### src/asp_defs.vh
// Constants for the asynchronous serial port with FIFOs and flow control
// Contract
// - Bit clock is system clock divided by 2N+F.
// - Seven data bits when eight-bit select clear, else eight.
// - Transmit one or two stop bits; receiver needs only one.
// - Parity bit sent and expected only when parity enabled.
// - Even parity is XOR of data; odd is inverse; ignored without parity.
// - Frame is start, data LSB first, parity, stops: 9 to 12 bits.
// - Lines idle high; a start bit is the line falling low.
// - Four-entry transmit and receive FIFOs; write pushes, read pops.
// - DMA pushes and pops the FIFOs exactly like software; a DMA pop does not clear the overrun flag, only a data read does.
// - With flow control, new character starts only while clear-to-send low.
// - Character in progress finishes even if clear-to-send rises.
// - Auto request drives request low when two or more FIFO slots free.
// - Without auto, request follows the software request bit.
// - Flow control off: request and clear-to-send take no part.
// - DMA records offset of first parity or frame errored character.
// - Overrun flagged at once; offset recorded four characters beyond.
// - Error offset indication clears on DMA reset or buffer reload.
// - Idle, space, valid interrupts fire on rising edge or high level.
// - Buffer-complete interrupts fire on active flag falling.
// - Interrupts for parity error, frame error and overrun.
// - Parity/frame status describe head character; cleared when FIFO empty.
// - Overrun sets on byte into full FIFO; clears on data read.
// - Transmit idle only when FIFO and shift register both empty.
`ifndef ASP_DEFS_VH
`define ASP_DEFS_VH
`define ASP_OVS        8'h08
`define ASP_OVS_HALF   8'h04
`define ASP_FIFO_DEPTH 3'h4
`define ASP_RTS_ROOM   3'h2
`define ASP_OVF_AHEAD  16'h0004
`define ASP_PER_MIN    16'h0008
`define ASP_OFS_NONE   16'hFFFF
`define ASP_ENT_W      10
`define ASP_ENT_PE     8
`define ASP_ENT_FE     9
`endif

### src/asp_uart.v
// Asynchronous serial transceiver with FIFOs, flow control and events
`include "asp_defs.vh"
module asp_uart (
	input  wire        mclk_in,
	input  wire        rst_in,
	input  wire [15:0] baud_integer_period_in,
	input  wire        baud_fraction_in,
	input  wire        eight_data_bits_sel_in,
	input  wire        two_stop_bits_sel_in,
	input  wire        parity_enable_sel_in,
	input  wire        odd_parity_sel_in,
	input  wire        flow_control_enable_in,
	input  wire        auto_request_control_in,
	input  wire        soft_request_bit_in,
	input  wire        irq_edge_level_mode_in,
	input  wire        tx_write_in,
	input  wire [7:0]  tx_data_in,
	input  wire        rx_read_in,
	input  wire        dma_rx_pop_in,
	input  wire        rx_dma_reset_in,
	input  wire        rx_buffer_active_in,
	input  wire        tx_buffer_active_in,
	input  wire [15:0] rx_dma_offset_in,
	input  wire        rxd_in,
	input  wire        clear_to_send_n_in,
	output reg         txd_out,
	output reg         request_to_send_n_out,
	output reg  [7:0]  rx_data_out,
	output reg         tx_idle_flag_out,
	output reg         tx_space_flag_out,
	output reg         rx_valid_flag_out,
	output reg         parity_error_flag_out,
	output reg         frame_error_flag_out,
	output reg         rx_overrun_flag_out,
	output reg         cts_state_out,
	output reg  [15:0] rx_error_offset_out,
	output reg         rx_error_valid_out,
	output reg         tx_idle_irq_out,
	output reg         tx_space_irq_out,
	output reg         rx_valid_irq_out,
	output reg         parity_error_irq_out,
	output reg         frame_error_irq_out,
	output reg         rx_overrun_irq_out,
	output reg         tx_buffer_done_irq_out,
	output reg         rx_buffer_done_irq_out
);
// ----------------------------------------------------------------
// Baud tick generator
// ----------------------------------------------------------------
// Tick at 8x bit rate; each eight ticks span 2N+F system clocks.
// Fraction is distributed by lengthening one tick in eight.
reg  [15:0] div_q;
reg  [2:0]  tk_q;
reg         tick_q;
// Residue of 2N/8 lands on tick zero so one bit time totals 2N+F.
wire [15:0] seg_full;
assign seg_full = (tk_q == 3'h0) ?
	((baud_integer_period_in >> 2) + {15'h0000, baud_fraction_in} +
	{13'h0000, baud_integer_period_in[1:0], 1'b0}) :
	(baud_integer_period_in >> 2);
always @(posedge mclk_in) begin
	if (rst_in) begin
		div_q  <= 16'h0000;
		tk_q   <= 3'h0;
		tick_q <= 1'b0;
	end else if (div_q + 16'h0001 >= seg_full) begin
		div_q  <= 16'h0000;
		tk_q   <= tk_q + 3'h1;
		tick_q <= 1'b1;
	end else begin
		div_q  <= div_q + 16'h0001;
		tick_q <= 1'b0;
	end
end
// ----------------------------------------------------------------
// Pin synchronisers
// ----------------------------------------------------------------
reg [1:0] rxs_q;
reg [1:0] ctss_q;
always @(posedge mclk_in) begin
	if (rst_in) begin
		rxs_q  <= 2'b11;
		ctss_q <= 2'b11;
	end else begin
		rxs_q  <= {rxs_q[0], rxd_in};
		ctss_q <= {ctss_q[0], clear_to_send_n_in};
	end
end
wire rx_s;
wire cts_n_s;
assign rx_s    = rxs_q[1];
assign cts_n_s = ctss_q[1];
// ----------------------------------------------------------------
// FIFOs
// ----------------------------------------------------------------
reg [7:0]              txm_q [0:3];
reg [`ASP_ENT_W-1:0]   rxm_q [0:3];
reg [1:0] tw_q, tr_q, rw_q, rr_q;
reg [2:0] tc_q, rc_q;
wire tx_full  = (tc_q == `ASP_FIFO_DEPTH);
wire rx_full  = (rc_q == `ASP_FIFO_DEPTH);
wire tx_push  = tx_write_in && !tx_full;
wire rx_pop   = (rx_read_in || dma_rx_pop_in) && (rc_q != 3'h0);
wire tx_pop;
wire rx_push;
wire rx_lost;
wire [`ASP_ENT_W-1:0] rx_entry;
always @(posedge mclk_in) begin
	if (rst_in) begin
		tw_q <= 2'h0;
		tr_q <= 2'h0;
		tc_q <= 3'h0;
		rw_q <= 2'h0;
		rr_q <= 2'h0;
		rc_q <= 3'h0;
	end else begin
		if (tx_push) begin
			txm_q[tw_q] <= tx_data_in;
			tw_q        <= tw_q + 2'h1;
		end
		if (tx_pop)
			tr_q <= tr_q + 2'h1;
		tc_q <= tc_q + {2'h0, tx_push} - {2'h0, tx_pop};
		if (rx_push) begin
			rxm_q[rw_q] <= rx_entry;
			rw_q        <= rw_q + 2'h1;
		end
		if (rx_pop)
			rr_q <= rr_q + 2'h1;
		rc_q <= rc_q + {2'h0, rx_push} - {2'h0, rx_pop};
	end
end
// ----------------------------------------------------------------
// Transmitter
// ----------------------------------------------------------------
localparam TX_IDLE = 1'b0;
localparam TX_SEND = 1'b1;
reg        tst_q;
reg [11:0] tsh_q;
reg [3:0]  tbits_q;
reg [2:0]  tph_q;
wire [7:0] tx_head = txm_q[tr_q];
wire [7:0] tx_dmask = eight_data_bits_sel_in ? tx_head : {1'b0, tx_head[6:0]};
wire       tx_par = (^tx_dmask) ^ odd_parity_sel_in;
wire       cts_ok = !flow_control_enable_in || !cts_n_s;
wire       tx_go  = (tst_q == TX_IDLE) && (tc_q != 3'h0) && cts_ok && tick_q;
assign tx_pop = tx_go;
// Frame bits assembled once; shifted LSB first behind the start bit
reg [11:0] tx_frame;
reg [3:0]  tx_len;
always @* begin
	tx_frame = 12'hFFF;
	tx_len   = 4'h0;
	if (eight_data_bits_sel_in) begin
		tx_frame[8:0] = {tx_head, 1'b0};
		tx_frame[9]   = parity_enable_sel_in ? tx_par : 1'b1;
		tx_len = 4'h9 + {3'h0, parity_enable_sel_in}
			+ {3'h0, two_stop_bits_sel_in} + 4'h1;
	end else begin
		tx_frame[7:0] = {tx_head[6:0], 1'b0};
		tx_frame[8]   = parity_enable_sel_in ? tx_par : 1'b1;
		tx_len = 4'h8 + {3'h0, parity_enable_sel_in}
			+ {3'h0, two_stop_bits_sel_in} + 4'h1;
	end
end
always @(posedge mclk_in) begin
	if (rst_in) begin
		tst_q   <= TX_IDLE;
		tsh_q   <= 12'hFFF;
		tbits_q <= 4'h0;
		tph_q   <= 3'h0;
		txd_out <= 1'b1;
	end else begin
		case (tst_q)
		TX_IDLE: begin
			txd_out <= 1'b1;
			if (tx_go) begin
				tst_q   <= TX_SEND;
				tsh_q   <= tx_frame;
				tbits_q <= tx_len;
				tph_q   <= 3'h0;
			end
		end
		TX_SEND: begin
			// Clear-to-send is not looked at here: the frame runs out
			txd_out <= tsh_q[0];
			if (tick_q) begin
				tph_q <= tph_q + 3'h1;
				if (tph_q == 3'h7) begin
					tsh_q   <= {1'b1, tsh_q[11:1]};
					tbits_q <= tbits_q - 4'h1;
					if (tbits_q == 4'h1)
						tst_q <= TX_IDLE;
				end
			end
		end
		default: tst_q <= TX_IDLE;
		endcase
	end
end
// ----------------------------------------------------------------
// Receiver
// ----------------------------------------------------------------
localparam RX_IDLE  = 2'h0;
localparam RX_START = 2'h1;
localparam RX_BITS  = 2'h2;
reg [1:0] rst_q;
reg [7:0] rph_q;
reg [3:0] rcnt_q;
reg [9:0] rsh_q;
reg       rpush_q;
reg       rlost_q;
reg       rprev_q;
wire [3:0] rx_need = (eight_data_bits_sel_in ? 4'h9 : 4'h8)
	+ {3'h0, parity_enable_sel_in};
always @(posedge mclk_in) begin
	if (rst_in) begin
		rst_q   <= RX_IDLE;
		rph_q   <= 8'h00;
		rcnt_q  <= 4'h0;
		rsh_q   <= 10'h000;
		rpush_q <= 1'b0;
		rlost_q <= 1'b0;
		rprev_q <= 1'b1;
	end else begin
		rpush_q <= 1'b0;
		rlost_q <= 1'b0;
		if (tick_q)
			rprev_q <= rx_s;
		case (rst_q)
		RX_IDLE: if (tick_q && !rx_s && rprev_q) begin
			rst_q <= RX_START;
			rph_q <= 8'h01;
		end
		RX_START: if (tick_q) begin
			rph_q <= rph_q + 8'h01;
			if (rph_q == `ASP_OVS_HALF - 8'h01) begin
				// False start filtered: line must still be low mid-bit
				rst_q  <= rx_s ? RX_IDLE : RX_BITS;
				rph_q  <= 8'h00;
				rcnt_q <= 4'h0;
			end
		end
		RX_BITS: if (tick_q) begin
			rph_q <= rph_q + 8'h01;
			if (rph_q == `ASP_OVS - 8'h01) begin
				rph_q  <= 8'h00;
				rsh_q  <= {rx_s, rsh_q[9:1]};
				rcnt_q <= rcnt_q + 4'h1;
				if (rcnt_q == rx_need - 4'h1) begin
					rst_q   <= RX_IDLE;
					rpush_q <= !rx_full;
					rlost_q <= rx_full;
				end
			end
		end
		default: rst_q <= RX_IDLE;
		endcase
	end
end
// Shift register holds data, optional parity, stop at top bit
reg [7:0] rx_d;
reg       rx_pbit;
always @* begin
	rx_pbit = rsh_q[8];
	if (eight_data_bits_sel_in) begin
		rx_d    = parity_enable_sel_in ? rsh_q[7:0] : rsh_q[8:1];
	end else begin
		rx_d    = parity_enable_sel_in ? {1'b0, rsh_q[7:1]}
			: {1'b0, rsh_q[8:2]};
	end
end
wire rx_pe = parity_enable_sel_in &&
	((^rx_d) ^ odd_parity_sel_in ^ rx_pbit);
wire rx_fe = !rsh_q[9];
assign rx_push  = rpush_q;
assign rx_lost  = rlost_q;
assign rx_entry = {rx_fe, rx_pe, rx_d};
// ----------------------------------------------------------------
// Status, request line, error offset and events
// ----------------------------------------------------------------
wire [`ASP_ENT_W-1:0] rx_head = rxm_q[rr_q];
wire [`ASP_ENT_W-1:0] next_head = (rx_pop && !(rc_q == 3'h1 && rx_push)) ?
	rxm_q[rr_q + 2'h1] : rx_entry;
wire [2:0] rc_next = rc_q + {2'h0, rx_push} - {2'h0, rx_pop};
wire idle_d  = (tc_q == 3'h0) && (tst_q == TX_IDLE) && !tx_push;
wire space_d = (tc_q + {2'h0, tx_push} - {2'h0, tx_pop}) != `ASP_FIFO_DEPTH;
wire valid_d = rc_next != 3'h0;
wire [2:0] room = `ASP_FIFO_DEPTH - rc_next;
reg  tx_act_q;
reg  rx_act_q;
wire head_err = rx_head[`ASP_ENT_PE] || rx_head[`ASP_ENT_FE];
always @(posedge mclk_in) begin
	if (rst_in) begin
		request_to_send_n_out  <= 1'b1;
		rx_data_out            <= 8'h00;
		tx_idle_flag_out       <= 1'b1;
		tx_space_flag_out      <= 1'b1;
		rx_valid_flag_out      <= 1'b0;
		parity_error_flag_out  <= 1'b0;
		frame_error_flag_out   <= 1'b0;
		rx_overrun_flag_out    <= 1'b0;
		cts_state_out          <= 1'b0;
		rx_error_offset_out    <= `ASP_OFS_NONE;
		rx_error_valid_out     <= 1'b0;
		tx_idle_irq_out        <= 1'b0;
		tx_space_irq_out       <= 1'b0;
		rx_valid_irq_out       <= 1'b0;
		parity_error_irq_out   <= 1'b0;
		frame_error_irq_out    <= 1'b0;
		rx_overrun_irq_out     <= 1'b0;
		tx_buffer_done_irq_out <= 1'b0;
		rx_buffer_done_irq_out <= 1'b0;
		tx_act_q               <= 1'b0;
		rx_act_q               <= 1'b0;
	end else begin
		if (!flow_control_enable_in)
			request_to_send_n_out <= 1'b1;
		else if (auto_request_control_in)
			request_to_send_n_out <= !(room >= `ASP_RTS_ROOM);
		else
			request_to_send_n_out <= !soft_request_bit_in;
		cts_state_out <= !cts_n_s;
		// Head character and its flags follow every pop
		if (rx_pop || (rc_q == 3'h0 && rx_push)) begin
			rx_data_out           <= next_head[7:0];
			parity_error_flag_out <= next_head[`ASP_ENT_PE];
			frame_error_flag_out  <= next_head[`ASP_ENT_FE];
		end
		if (!valid_d) begin
			parity_error_flag_out <= 1'b0;
			frame_error_flag_out  <= 1'b0;
		end
		// Set wins over a read in the same cycle
		if (rx_lost)
			rx_overrun_flag_out <= 1'b1;
		else if (rx_read_in)
			rx_overrun_flag_out <= 1'b0;
		tx_idle_flag_out  <= idle_d;
		tx_space_flag_out <= space_d;
		rx_valid_flag_out <= valid_d;
		// Level mode repeats while high; edge mode pulses on the rise
		tx_idle_irq_out  <= idle_d &&
			(irq_edge_level_mode_in || !tx_idle_flag_out);
		tx_space_irq_out <= space_d &&
			(irq_edge_level_mode_in || !tx_space_flag_out);
		rx_valid_irq_out <= valid_d &&
			(irq_edge_level_mode_in || !rx_valid_flag_out);
		parity_error_irq_out <= rx_push && rx_entry[`ASP_ENT_PE];
		frame_error_irq_out  <= rx_push && rx_entry[`ASP_ENT_FE];
		rx_overrun_irq_out   <= rx_lost;
		tx_act_q <= tx_buffer_active_in;
		rx_act_q <= rx_buffer_active_in;
		tx_buffer_done_irq_out <= tx_act_q && !tx_buffer_active_in;
		rx_buffer_done_irq_out <= rx_act_q && !rx_buffer_active_in;
		// First error wins; clear by reset or reload, record wins over clear
		if (!rx_error_valid_out && dma_rx_pop_in && rx_pop && head_err) begin
			rx_error_valid_out  <= 1'b1;
			rx_error_offset_out <= rx_dma_offset_in;
		end else if (!rx_error_valid_out && rx_lost) begin
			rx_error_valid_out  <= 1'b1;
			rx_error_offset_out <= rx_dma_offset_in + `ASP_OVF_AHEAD;
		end else if (rx_dma_reset_in || (rx_buffer_active_in && !rx_act_q)) begin
			rx_error_valid_out  <= 1'b0;
			rx_error_offset_out <= `ASP_OFS_NONE;
		end
	end
end
endmodule

### config.mk
export PLATFORM = sky130hd
export DESIGN_NAME = asp_uart
export DESIGN_NICKNAME = d
export VERILOG_FILES = /design/src/asp_uart.v
export VERILOG_INCLUDE_DIRS = /design/src /design/src/src
export SDC_FILE = /design/constraint.sdc
export NUM_CORES = 1
export LEC_CHECK = 0
export ABC_AREA = 1
export BUFFER_PORTS_ARGS = -buffer_cell sky130_fd_sc_hd__buf_2
export CAP_MARGIN = 5
export CORE_ASPECT_RATIO = 1.2
export CORE_MARGIN = 4
export CORE_UTILIZATION = 60
export DETAILED_ROUTE_END_ITERATION = 8
export PLACE_DENSITY = 0.91
export SKIP_CTS_REPAIR_TIMING = 1
export SYNTH_ARGS = -nofsm -noshare
export SYNTH_HDL_FRONTEND = slang
export SYNTH_SLANG_ARGS = --single-unit
### constraint.sdc
create_clock -name mclk_in -period 3 [get_ports mclk_in]
set_input_delay 0 -clock mclk_in [delete_from_list [all_inputs] [get_ports mclk_in]]
set_output_delay 0 -clock mclk_in [all_outputs]
set_load 0.02 [all_outputs]
==> flow_summary.yaml <==
outcome:
  status: "finished with violations"
  violations: "negative hold slack, negative setup slack"
timing:
  hold_slack_ps: -23.3
  max_slew_margin_pct: 35.8
  finalSetupViolCount: 19
  drv_slew: 0
  clock_skew_ps: 16.4
  min_period_ps: 3280
  finalCritPeriodShare_pct: 109
  worstMarginPinSlew_ps: 960
  grt_setup_unrepaired: "yes"
  fmax_mhz: 305
  hold_violations: 2
  finalSetupTns_ps: -4150
  fin_ws_ps: -276
global_route:
  grt-ovfl-total: 0
  grt_start_max_net_pins: 65
  met1_usage_pct: 28.5
  top_usage_layer: "met2"
  grt_use_met2_pct: 46.0
  grt_util_met3_pct: 3.21
  grt_pass1_wl_um: 39000
  grt_pass1_vias: 8523
  grt_usage_pct: 24.4
  antenna_found_initial: 0
critical_path:
  r2r_start: "div_q[0]"
  critPathKind: "reg -> reg"
  end_kind: "flop"
  required_ps: 3420
  arrival_ps: 3690
  start_kind: "flop"
  path_max_fanout: 8
  critical_path.startpoint: "div_q[0]"
die:
  rows: 52
  core_area_um2: 16800
  die_area_um2: 19200
  pin_count: 101
  start_util_pct: 61.0
  fp.dieW_um: 127
  die_h_um: 151
place:
  dp_cells: 1551
  dp_hpwl_um: 16800
  place.gp.congestion: 0.908
  dp_slack_ps: -19.5
  port_buffers: 100
route:
  drt-wirelength-per-cell_um: 16.0
  wirelength_um: 26100
  drc: 0
  drt_iter0_markers: 649
  dr_total_vias: 9209
  postRouteAntennaNets: 0
  first_pass_iters: 6
  via_per_inst: 5.65
final_layout:
  multiInputGateArea_um2: 4740
  drive_gt1_share_pct: 16.1
  final_cells: 1631
  fillCellCount: 1110
  antennaDiodeCount: 0
  synthToLayoutAreaGrowth_pct: 18.7
  seqCellArea_um2: 4790
  fin_nets: 1512
cts:
  root_buffer: "clkbuf_16"
  clkSinkCount: 203
  htreeDepth: 1
  cts_tree: "built"
  clk_pin_slew_worst_paths_ps: 60
  cts_buffers: 21
  clk_latency_ps: 500
  clockBufferDepth: 3
yosys:
  synth-warning-count: 0
  yosysMostFrequentCell: "nand2_1"
  syn_area_um2: 10200
  ys_types: 54
  yosys-top-cells-count: "327 x nand2_1, 163 x inv_1, 131 x dfxtp_1, 99 x nand3_1, 72 x edfxtp_1"
  yosysTopAreaCell: "dfxtp_1"
  synth-seq-cells: 203
  synthCells: 1256
  synth_top_area_share_pct: 25.6
  syn_avg_cell_area_um2: 8.15
  ys.flop_type: "dfxtp_1"
  synth_area_leaders: "dfxtp_1 26%, edfxtp_1 21%, nand2_1 12%, ha_1 6.1%, inv_1 6.0%"
  synth_seq_area_share_pct: 46.7
  syn-num-nets: 1368
  async_flop_share_pct: 0
  synth-edff-count: 72
power_and_ir_drop:
  p_total_w: 0.00807
  p_leak_nw: 5.42
  powerDensity_nw_per_um2: 664
  ir_drop_v: 0.000481
run:
  maxCapViolCount: 0
worst_hold_path:
  hold_path_class: "in -> reg"
  worst_hold_startpoint: "rx_dma_offset_in[9]"
## cells by family after synthesis
logic type / share of synthesized area (%)
adders and majority gates: 6.70
muxes: 0.0978
AOI/OAI and AO/OA: 10.8
other: 0.0366
DFF: 46.7
buffers and inverters: 8.21
xor gates and xnor gates: 2.91
and+or+nand+nor: 24.6
## routing by layer
metal  share of wire, %  up-vias  routed length (um)
met5                  0        -                   0
met4                3.2        0                 827
met3                6.9       83                1810
met2                 53      437               13700
met1                 37     4260                9730
li1                   -     4429                   -
## report_power, final
part	switching [W]	internal [W]	leakage (nW)	total, W
Clock	0.00105	0.00146	0.316	0.00250
Sequential	0.000198	0.00312	1.72	0.00332
Combinational	0.00148	0.000775	3.39	0.00225
## cell usage in the layout (no fill, tap or decap), types with 10 or more instances in the layout
cell type	synthesis	routed
a21oi_1	51	51
a22o_1	10	10
a31oi_1	12	12
buf_2	6	100
buf_4	4	20
clkbuf_16	0	22
dfxtp_1	131	128
dlygate4sd3_1	0	33
edfxtp_1	72	72
ha_1	50	48
inv_1	163	155
inv_2	7	13
nand2_1	327	326
nand3_1	99	98
nand4_1	12	12
nor2_1	69	64
nor2_2	14	14
nor3_1	27	23
o21ai_0	56	56
xor2_1	26	25
## state kept, by name, summed over array words and instances, names as in the netlist, 4 cells and up, named ones only
| register | count |
|---|---|
| rsh_q | 10 |
| tbits_q | 4 |
| rx_data_out | 8 |
| rcnt_q | 4 |
| rph_q | 8 |
| div_q | 16 |
| txm_q | 32 |
| rx_error_offset_out | 16 |
| rxm_q | 40 |
| tsh_q | 10 |
## cell type report
class,count,area share (%)
Multi-Input combinational cell,844,39.0
Timing Repair Buffer,155,8.44
Clock inverter,9,0.648
Clock buffer,29,4.82
Inverter,175,5.44
Sequential cell,203,39.4
Tap cell,216,2.22
## path summary, 6_finish.rpt
| kind | endpoint | slack [ps] | depth (start not counted) |
|---|---|---|---|
| worst min register to register | rxs_q[1] | 410 | 1 |
| worst max register to register | div_q[9] | -280 | 18 |
| worst max-delay path | div_q[9] | -280 | 18 |
| worst min-delay path | rx_error_offset_out[10] | -20 | 6 |
## worst max-delay path, stage by stage (launching register included)
cell      delay, ps
dfxtp_2         380
inv_1            70
nor2_2          160
inv_1            90
nor2_2          150
nand2_1         110
nor2_1          120
inv_1            90
nor2_1          240
nor2_1          160
ha_1            310
a21oi_1         150
nor2_1           60
a211oi_1        300
nor2_2          100
nor2_4          190
nand4_4         160
buf_12          200
nor3_2          120
## per-stage QoR
stage | utilization, % | instance area, um^2 | hold slack [ps]
3_5_place_dp | 65.1 | 10900 | 178
3_3_place_gp | 65.1 | 10900 | 174
5_1_grt | 72.4 | 12200 | 4.32
2_1_floorplan | - | 10200 | 72.0
6_report | 72.4 | 12200 | -23.3
4_1_cts | 69.0 | 11600 | -343
Note: power is estimated with default switching activity, not from simulation.
